$ cat config.mk
export PLATFORM = sky130hd
export DESIGN_NAME = ltst_top
export DESIGN_NICKNAME = d
export VERILOG_FILES = /design/src/shared/ltst_pkg.sv /design/src/design/ltst_evt.sv /design/src/design/ltst_top.sv
export VERILOG_INCLUDE_DIRS = /design/src /design/src/shared
export SDC_FILE = /design/constraint.sdc
export NUM_CORES = 1
export LEC_CHECK = 0
export ABC_AREA = 1
export BUFFER_PORTS_ARGS = -buffer_cell sky130_fd_sc_hd__buf_2
export CORE_AREA = 2 2 209 211
export CTS_CLUSTER_DIAMETER = 50
export DETAILED_ROUTE_END_ITERATION = 8
export DIE_AREA = 0 0 211 213
export PLACE_DENSITY = 0.5
export SLEW_MARGIN = 15
export SYNTH_ARGS = -nofsm -noshare
export SYNTH_HDL_FRONTEND = slang
export SYNTH_SLANG_ARGS = --single-unit
$ cat constraint.sdc
create_clock -name clk -period 1.6 [get_ports clk]
set_clock_uncertainty 0.1 [all_clocks]
set_input_delay 0.16 -clock clk [delete_from_list [all_inputs] [get_ports clk]]
set_output_delay 0.16 -clock clk [all_outputs]
set_load 0.005 [all_outputs]
$ cat src/shared/ltst_cfg.svh
// Constants of the limit test status tree: offsets, field positions, resets.
// Assumes a word-addressed register port with 16-bit data.
`ifndef LTST_CFG_SVH
`define LTST_CFG_SVH

// Sizes
`define LTST_NCH        4
`define LTST_NTRC       4
`define LTST_NLAYER     5
`define LTST_DW         16
`define LTST_AW         6
`define LTST_IW         5

// Field positions
`define LTST_TRC_LSB    1
`define LTST_TRC_MSB    4
`define LTST_QUES_BIT   10
`define LTST_SUM_LAYER  3'h4

// Address layout: addr[5:3] picks a layer, addr[2:0] a register
`define LTST_REG_COND   3'h0
`define LTST_REG_EVT    3'h1
`define LTST_REG_ENA    3'h2
`define LTST_REG_PTR    3'h3
`define LTST_REG_NTR    3'h4
`define LTST_MISC_LAYER 3'h5
`define LTST_MISC_QCOND 3'h0
`define LTST_MISC_CLS   3'h1
`define LTST_MISC_ISTAT 3'h2
`define LTST_MISC_IMASK 3'h3

// Reset values
`define LTST_ENA_RST    16'h0000
`define LTST_PTR_RST    16'hffff
`define LTST_NTR_RST    16'h0000

`endif

$ cat src/shared/ltst_pkg.sv
// Types of the limit test status tree.
// Assumes ltst_cfg.svh is on the include path.
`include "ltst_cfg.svh"

package ltst_pkg;

    // Measurement report of one channel
    typedef struct packed {
        logic                  start;
        logic                  done;
        logic [`LTST_NTRC-1:0] fail;
    } ltst_meas_t;

    // State of one condition/event/enable layer
    typedef struct packed {
        logic [`LTST_DW-1:0] prev;
        logic [`LTST_DW-1:0] evt;
        logic [`LTST_DW-1:0] ena;
        logic [`LTST_DW-1:0] ptr;
        logic [`LTST_DW-1:0] ntr;
    } ltst_evt_st_t;

    // State of the top level
    typedef struct packed {
        logic [`LTST_NCH-1:0][`LTST_DW-1:0] cond;
        logic [`LTST_DW-1:0]                sum_cond;
        logic                               ques;
        logic [`LTST_IW-1:0]                istat;
        logic [`LTST_IW-1:0]                imask;
        logic                               irq;
        logic [`LTST_DW-1:0]                rdata;
    } ltst_top_st_t;

endpackage

$ cat src/design/ltst_evt.sv
// One event layer: transition filter, sticky event bits, enable mask, summary.
// Assumes clr is a one-cycle pulse and the condition word is registered.
`timescale 1ns/1ps
`include "ltst_cfg.svh"

module ltst_evt (
    // Clock and reset
    input  wire logic                clk,
    input  wire logic                rst,
    // Condition word and register writes
    input  wire logic [`LTST_DW-1:0] cond,
    input  wire logic [`LTST_DW-1:0] wdata,
    input  wire logic                wr_ena,
    input  wire logic                wr_ptr,
    input  wire logic                wr_ntr,
    input  wire logic                clr,
    // Layer state
    output logic      [`LTST_DW-1:0] evt,
    output logic      [`LTST_DW-1:0] ena,
    output logic      [`LTST_DW-1:0] ptr,
    output logic      [`LTST_DW-1:0] ntr,
    output logic                     sum,
    output logic                     new_evt
);

    ltst_pkg::ltst_evt_st_t st_r;
    ltst_pkg::ltst_evt_st_t st_nxt;
    logic [`LTST_DW-1:0]    setv;

    // Filtered transitions of the condition word
    assign setv = (cond & ~st_r.prev & st_r.ptr) | (~cond & st_r.prev & st_r.ntr);

    // Next state; a set in the clearing cycle wins
    always_comb begin
        st_nxt      = st_r;
        st_nxt.prev = cond;
        st_nxt.evt  = setv | (clr ? '0 : st_r.evt);
        if (wr_ena) begin
            st_nxt.ena = wdata;
        end
        if (wr_ptr) begin
            st_nxt.ptr = wdata;
        end
        if (wr_ntr) begin
            st_nxt.ntr = wdata;
        end
    end

    // State register
    always_ff @(posedge clk) begin
        if (rst) begin
            st_r <= '{prev: '0, evt: '0, ena: `LTST_ENA_RST, ptr: `LTST_PTR_RST, ntr: `LTST_NTR_RST};
        end else begin
            st_r <= st_nxt;
        end
    end

    // Outputs
    assign evt     = st_r.evt;
    assign ena     = st_r.ena;
    assign ptr     = st_r.ptr;
    assign ntr     = st_r.ntr;
    assign sum     = |(st_r.evt & st_r.ena);
    assign new_evt = |setv;
endmodule

$ cat src/design/ltst_top.sv
// Limit test status tree: per-channel trace fail layer and channel summary layer.
// Assumes measurement reports and the register port are synchronous to clk.
`timescale 1ns/1ps
`include "ltst_cfg.svh"

module ltst_top (
    // Clock and reset
    input  wire logic                                 clk,
    input  wire logic                                 rst,
    // Register port
    input  wire logic            [`LTST_AW-1:0]       addr,
    input  wire logic            [`LTST_DW-1:0]       wdata,
    input  wire logic                                 wr,
    input  wire logic                                 rd,
    output logic                 [`LTST_DW-1:0]       rdata,
    // Measurement reports, one per channel
    input  wire ltst_pkg::ltst_meas_t [`LTST_NCH-1:0] meas,
    // Status outputs
    output logic                 [`LTST_DW-1:0]       limit_sum,
    output logic                                      ques_limit,
    output logic                                      irq
);

    ltst_pkg::ltst_top_st_t st_r;
    ltst_pkg::ltst_top_st_t st_nxt;

    // Per-layer views; layers 0-3 are channels, layer 4 the summary
    logic [`LTST_NLAYER-1:0][`LTST_DW-1:0] lcond;
    logic [`LTST_NLAYER-1:0][`LTST_DW-1:0] levt;
    logic [`LTST_NLAYER-1:0][`LTST_DW-1:0] lena;
    logic [`LTST_NLAYER-1:0][`LTST_DW-1:0] lptr;
    logic [`LTST_NLAYER-1:0][`LTST_DW-1:0] lntr;
    logic [`LTST_NLAYER-1:0]               lsum;
    logic [`LTST_NLAYER-1:0]               lnew;

    // Decoded strobes
    logic                                  misc_sel;
    logic                                  cls_hit;
    logic                                  istat_rd;
    logic                                  imask_wr;

    // Decode of the miscellaneous block
    assign misc_sel = addr[5:3] == `LTST_MISC_LAYER;
    assign cls_hit  = wr && misc_sel && addr[2:0] == `LTST_MISC_CLS;
    assign istat_rd = rd && misc_sel && addr[2:0] == `LTST_MISC_ISTAT;
    assign imask_wr = wr && misc_sel && addr[2:0] == `LTST_MISC_IMASK;

    // Condition words feeding the layers
    assign lcond[`LTST_NCH-1:0] = st_r.cond;
    assign lcond[`LTST_NCH]     = st_r.sum_cond;

    // Event layers, one per channel plus the summary
    for (genvar gl = 0; gl < `LTST_NLAYER; gl++) begin : g_layer
        logic hit;
        assign hit = addr[5:3] == 3'(gl);
        ltst_evt u_evt (
            .clk     (clk),
            .rst     (rst),
            .cond    (lcond[gl]),
            .wdata   (wdata),
            .wr_ena  (wr && hit && addr[2:0] == `LTST_REG_ENA),
            .wr_ptr  (wr && hit && addr[2:0] == `LTST_REG_PTR),
            .wr_ntr  (wr && hit && addr[2:0] == `LTST_REG_NTR),
            .clr     (cls_hit || (rd && hit && addr[2:0] == `LTST_REG_EVT)),
            .evt     (levt[gl]),
            .ena     (lena[gl]),
            .ptr     (lptr[gl]),
            .ntr     (lntr[gl]),
            .sum     (lsum[gl]),
            .new_evt (lnew[gl])
        );
    end

    // Next state of conditions, summary, interrupt and read data
    always_comb begin
        st_nxt = st_r;

        // Trace fail bits per channel; an end report wins over a start
        for (int c = 0; c < `LTST_NCH; c++) begin
            if (meas[c].done) begin
                st_nxt.cond[c] = '0;
                st_nxt.cond[c][`LTST_TRC_MSB:`LTST_TRC_LSB] = meas[c].fail;
            end else if (meas[c].start) begin
                st_nxt.cond[c] = '0;
            end
        end

        // Channel summary condition word, bits 1 to 4
        st_nxt.sum_cond = '0;
        st_nxt.sum_cond[`LTST_TRC_MSB:`LTST_TRC_LSB] = lsum[`LTST_NCH-1:0];

        // Questionable limit bit from the summary layer
        st_nxt.ques = lsum[`LTST_NCH];

        // Sticky interrupt status; a read clears, a new event wins
        st_nxt.istat = (istat_rd ? '0 : st_r.istat)
                     | {lsum[`LTST_NCH] & ~st_r.ques, lnew[`LTST_NCH-1:0]};
        if (imask_wr) begin
            st_nxt.imask = wdata[`LTST_IW-1:0];
        end
        st_nxt.irq = |(st_nxt.istat & st_nxt.imask);

        // Read data stand one cycle only
        st_nxt.rdata = '0;
        if (rd) begin
            if (addr[5:3] < `LTST_MISC_LAYER) begin
                unique case (addr[2:0])
                    `LTST_REG_COND: st_nxt.rdata = lcond[addr[5:3]];
                    `LTST_REG_EVT:  st_nxt.rdata = levt[addr[5:3]];
                    `LTST_REG_ENA:  st_nxt.rdata = lena[addr[5:3]];
                    `LTST_REG_PTR:  st_nxt.rdata = lptr[addr[5:3]];
                    `LTST_REG_NTR:  st_nxt.rdata = lntr[addr[5:3]];
                    default:        st_nxt.rdata = '0;
                endcase
            end else if (misc_sel) begin
                unique case (addr[2:0])
                    `LTST_MISC_QCOND: st_nxt.rdata[`LTST_QUES_BIT] = st_r.ques;
                    `LTST_MISC_ISTAT: st_nxt.rdata[`LTST_IW-1:0] = st_r.istat;
                    `LTST_MISC_IMASK: st_nxt.rdata[`LTST_IW-1:0] = st_r.imask;
                    default:          st_nxt.rdata = '0;
                endcase
            end
        end
    end

    // State register; everything resets to zero
    always_ff @(posedge clk) begin
        if (rst) begin
            st_r <= '0;
        end else begin
            st_r <= st_nxt;
        end
    end

    // Outputs straight from the state register
    assign rdata      = st_r.rdata;
    assign limit_sum  = st_r.sum_cond;
    assign ques_limit = st_r.ques;
    assign irq        = st_r.irq;

    // Per-channel checks
    for (genvar gc = 0; gc < `LTST_NCH; gc++) begin : g_chk

    end

    // Per-layer register and filter checks; layer 4 is the summary
    for (genvar gk = 0; gk < `LTST_NLAYER; gk++) begin : g_lchk

    end
endmodule

==> summary.md <==
| Metric | Value |
|---|---|
| Nets | `2362` |
| Number of H-tree levels | `2` |
| Required time at the endpoint of the critical path | `1.34 ns` |
| Most common cell in the netlist | `sky130_fd_sc_hd__nand2_1` |
| Critical Path End Type | `primary output` |
| Placed inst area | `16300 sq um` |
| Clock slew seen by the registers of the worst setup and hold paths | `0.05 ns` |
| Number of enable flip-flop cells after synthesis | `0` |
| Root buf cell | `sky130_fd_sc_hd__clkbuf_16` |
| Switching Fraction | `0.246` |
| Synth top area share | `0.446` |
| PwrDens | `1120 nW/um^2` |
| Number of placement rows | `76` |
| Seq/Total Area, Yosys | `0.446` |
| Maximum fanout along the worst path | `3` |
| Violated checks | `hold timing` |
| Post-CTS Setup Bufs | `0` |
| Number of buffers on the longest clock path | `3` |
| Worst Hold Class | `in2reg` |
| Cell with the biggest individual delay on the critical path | `sky130_fd_sc_hd__dfxtp_1` |
| First-pass iteration count of the detailed router | `6` |
| Number of placed cells counting well taps | `2763` |
| Total power of the final layout | `20500 uW` |
| Placeable Area | `42700 sq um` |
| Effective utilization at floorplan | `0.345` |
| WS Path Type | `reg2out` |
| Series of cell instances along the critical path | `buf_2` |
| Worst path top cell family by delay | `flip-flops` |
| Synth Register Bits | `328` |
| Setup violators final | `0` |
| Cell types occupying the most area after synthesis | `sky130_fd_sc_hd__dfxtp_1 45%, sky130_fd_sc_hd__nand2_1 17%, sky130_fd_sc_hd__nor2_1 7.7%` |
| Antenna violations before repair | `0` |
| P&R area growth vs syn | `24.7%` |
| Final estimated routing congestion in global placement | `0.846` |
| Number of CTS-inserted buffers | `44` |
| RSZ-0062 raised after global routing | `false` |
| Non-filler instance count after layout | `2894` |
| P_sw | `5030 uW` |
| Finished Cell Area | `18300 sq um` |
| Max frequency | `0.652 GHz` |
| Fraction of layout cells with a size suffix above 1 | `0.153` |
| Fraction of power consumed by combinational cells | `0.074` |
| Final-report max-slew violation count | `0` |
| Via density | `4.92` |
| Mapped Area | `14700 sq um` |
| Final number of hold-violating endpoints | `1` |
| Library cell with the largest summed area after synthesis | `sky130_fd_sc_hd__dfxtp_1` |
| Most used standard cells in the synthesized netlist | `651 x sky130_fd_sc_hd__nand2_1, 328 x sky130_fd_sc_hd__dfxtp_1, 302 x sky130_fd_sc_hd__nor2_1` |
| Pin count of the biggest net entering global routing | `73` |
| Die ar. | `44900 sq um` |
| Result of the run | `complete, but fails checks` |
| Data arrival, critical path | `1.27 ns` |
| CTS sink cnt | `328` |
| Min Tclk post-route | `1.53 ns` |
| Iteration-0 DRC count of the detailed router | `927` |
| Routed vias | `14200` |
| Global-route wire length before repair | `80.5 mm` |
| Total internal power | `15500 uW` |
| Hold Worst Slack | `-0.0748 ns` |
| Max IR drop VDD | `758 uV` |
| Synthesis warning total | `0` |
| Number of distinct library cells after synthesis | `34` |
| CTS tree | `done` |
| Port Buf Inserts | `71` |
| Final routed DRC violation total | `0` |
| Setup ws final | `0.0666 ns` |
| Die X-Extent | `211 um` |
| Pleak | `0.00849 uW` |
| Proportion of register bits with asynchronous set or reset after synthesis | `0` |
| Part of the total power dissipated in the clock network | `0.518` |
| Stage delay of the slowest cell on the critical path | `0.51 ns` |
| Sequential Power Share | `0.408` |
| Flip-flop cell with the highest count after synthesis | `sky130_fd_sc_hd__dfxtp_1` |
| Critical path launch point type | `flip-flop` |
| Final antenna-violating net count | `0` |
| Clock latency on the worst-skew pair | `0.58 ns` |
| Total global routing overflow | `0` |
| Number of global-route vias before repair | `14000` |
| Pre-CTS setup slack | `-0.271 ns` |
| Half-perimeter wire length after detailed placement | `35.8 mm` |
| Number of buffers and inverters on the critical path | `1` |
| Num ports | `84` |
| Die Y | `213 um` |
| Gate count after technology mapping | `2156` |
| Max cap viols | `0` |
| Total wire length | `51.8 mm` |
| Mean Syn Cell Area | `6.82 sq um` |
| Period utilization | `0.958` |
| Routed WL per cell | `17.9 um` |
| Total GRT Usage | `0.235` |
==> final cells by class <==
cell class	instances	area, sq um
Timing Repair Buffer	257	2140
Fill cell	4435	24400
Multi-Input combinational cell	1539	6820
Sequential cell	328	6580
Clock buffer	57	1230
Antenna cell	1	2.50
Clock inverter	24	344
Inverter	142	546
Tap cell	546	683
==> layout by cell type (no fill, tap or decap), types with 4 or more instances in the layout <==
cell and count:
sky130_fd_sc_hd__a21oi_1 127, sky130_fd_sc_hd__a22oi_1 19, sky130_fd_sc_hd__a31oi_1 14, sky130_fd_sc_hd__clkbuf_1 6
sky130_fd_sc_hd__nand2_1 650, sky130_fd_sc_hd__buf_2 70, sky130_fd_sc_hd__dfxtp_2 8, sky130_fd_sc_hd__conb_1 12
sky130_fd_sc_hd__inv_2 23, sky130_fd_sc_hd__o21ai_1 16, sky130_fd_sc_hd__buf_4 117, sky130_fd_sc_hd__dlygate4sd3_1 49
sky130_fd_sc_hd__nor2_1 300, sky130_fd_sc_hd__dfxtp_1 320, sky130_fd_sc_hd__o22ai_1 12, sky130_fd_sc_hd__o21bai_1 5
sky130_fd_sc_hd__bufinv_16 7, sky130_fd_sc_hd__clkbuf_8 6, sky130_fd_sc_hd__inv_1 115, sky130_fd_sc_hd__nor2_4 18
sky130_fd_sc_hd__clkbuf_16 45, sky130_fd_sc_hd__buf_12 21, sky130_fd_sc_hd__nor2_2 6, sky130_fd_sc_hd__clkinvlp_4 5
sky130_fd_sc_hd__nand2_2 7, sky130_fd_sc_hd__or2_2 4, sky130_fd_sc_hd__nand3_1 112, sky130_fd_sc_hd__o211ai_1 12
sky130_fd_sc_hd__o21ai_0 208, sky130_fd_sc_hd__inv_6 7
==> logic make-up (layout without fill, tap and decap cells) <==
kind of cell,Yosys count,after routing,share of synthesized area
buffers and inverters,300,480,0.0932
and+or+nand+nor,1107,1107,0.307
AOI/OAI and AO/OA,420,420,0.153
other,1,13,0.000255
DFF,328,328,0.446
==> power by group through the flow <==
stage	Clock (uW)	Combinational, uW	Sequential [uW]
after global placement	0	1430	8530
after CTS	10800	1530	8360
after global routing	11200	1680	8370
final	10600	1530	8360
after floorplan	0	772	8510
after detailed placement	0	1430	8530
==> tightest hold or removal path, delay by kind of cell <==
family / cells / cell delay (ns)
and+or+nand+nor: 3 / 0.22
AOI/OAI and AO/OA: 1 / 0.10
buffers and inverters: 1 / 0.07
==> metal layers <==
layer / global-route usage / share of wire / vias up
met3: 0.0343 / 0.042 / 110
met4: 0.110 / 0.049 / 0
li1: - / - / 7176
met1: 0.286 / 0.43 / 6594
met2: 0.408 / 0.48 / 346
met5: 0 / 0 / -
==> state kept, by name (all words and copies together), names as in the netlist <==
signal and flops:
g_layer.u_evt.evt 20, st_r 10, irq 1, g_layer.u_evt.ntr 80
lcond 16, g_layer.u_evt.ptr 80, limit_sum 4, ques_limit 1
rdata 16, g_layer.u_evt.ena 80, g_layer.u_evt.st_r 20
==> worst paths after layout <==
kind	startpoint	to	slack, ns	cells past startpoint
max	limit_sum[4]$_SDFF_PP0_	limit_sum[4]	0.07	1
min	meas[23]	lcond[52]$_SDFFE_PP0P_	-0.07	5
min reg2reg	g_layer[3].u_evt.ena[0]$_SDFFE_PP0P_	g_layer[3].u_evt.ena[0]$_SDFFE_PP0P_	0.35	2
max reg2reg	lcond[17]$_SDFFE_PP0P_	lcond[17]$_SDFFE_PP0P_	0.07	6
==> timing repair <==
item	4_1_cts	5_1_grt
hold buffers	49	1
endpoints found under the setup margin	0	6
hold endpoints to repair	174	1
resized for setup	0	20
==> per-stage QoR <==
stage               TNS (ns)  utilization
global placement      -20.62        0.381
global route               0        0.430
finish                     0        0.430
floorplan                  0            -
detailed placement    -26.72        0.381
CTS                        0        0.429
Note: power is estimated with default switching activity, not from simulation.
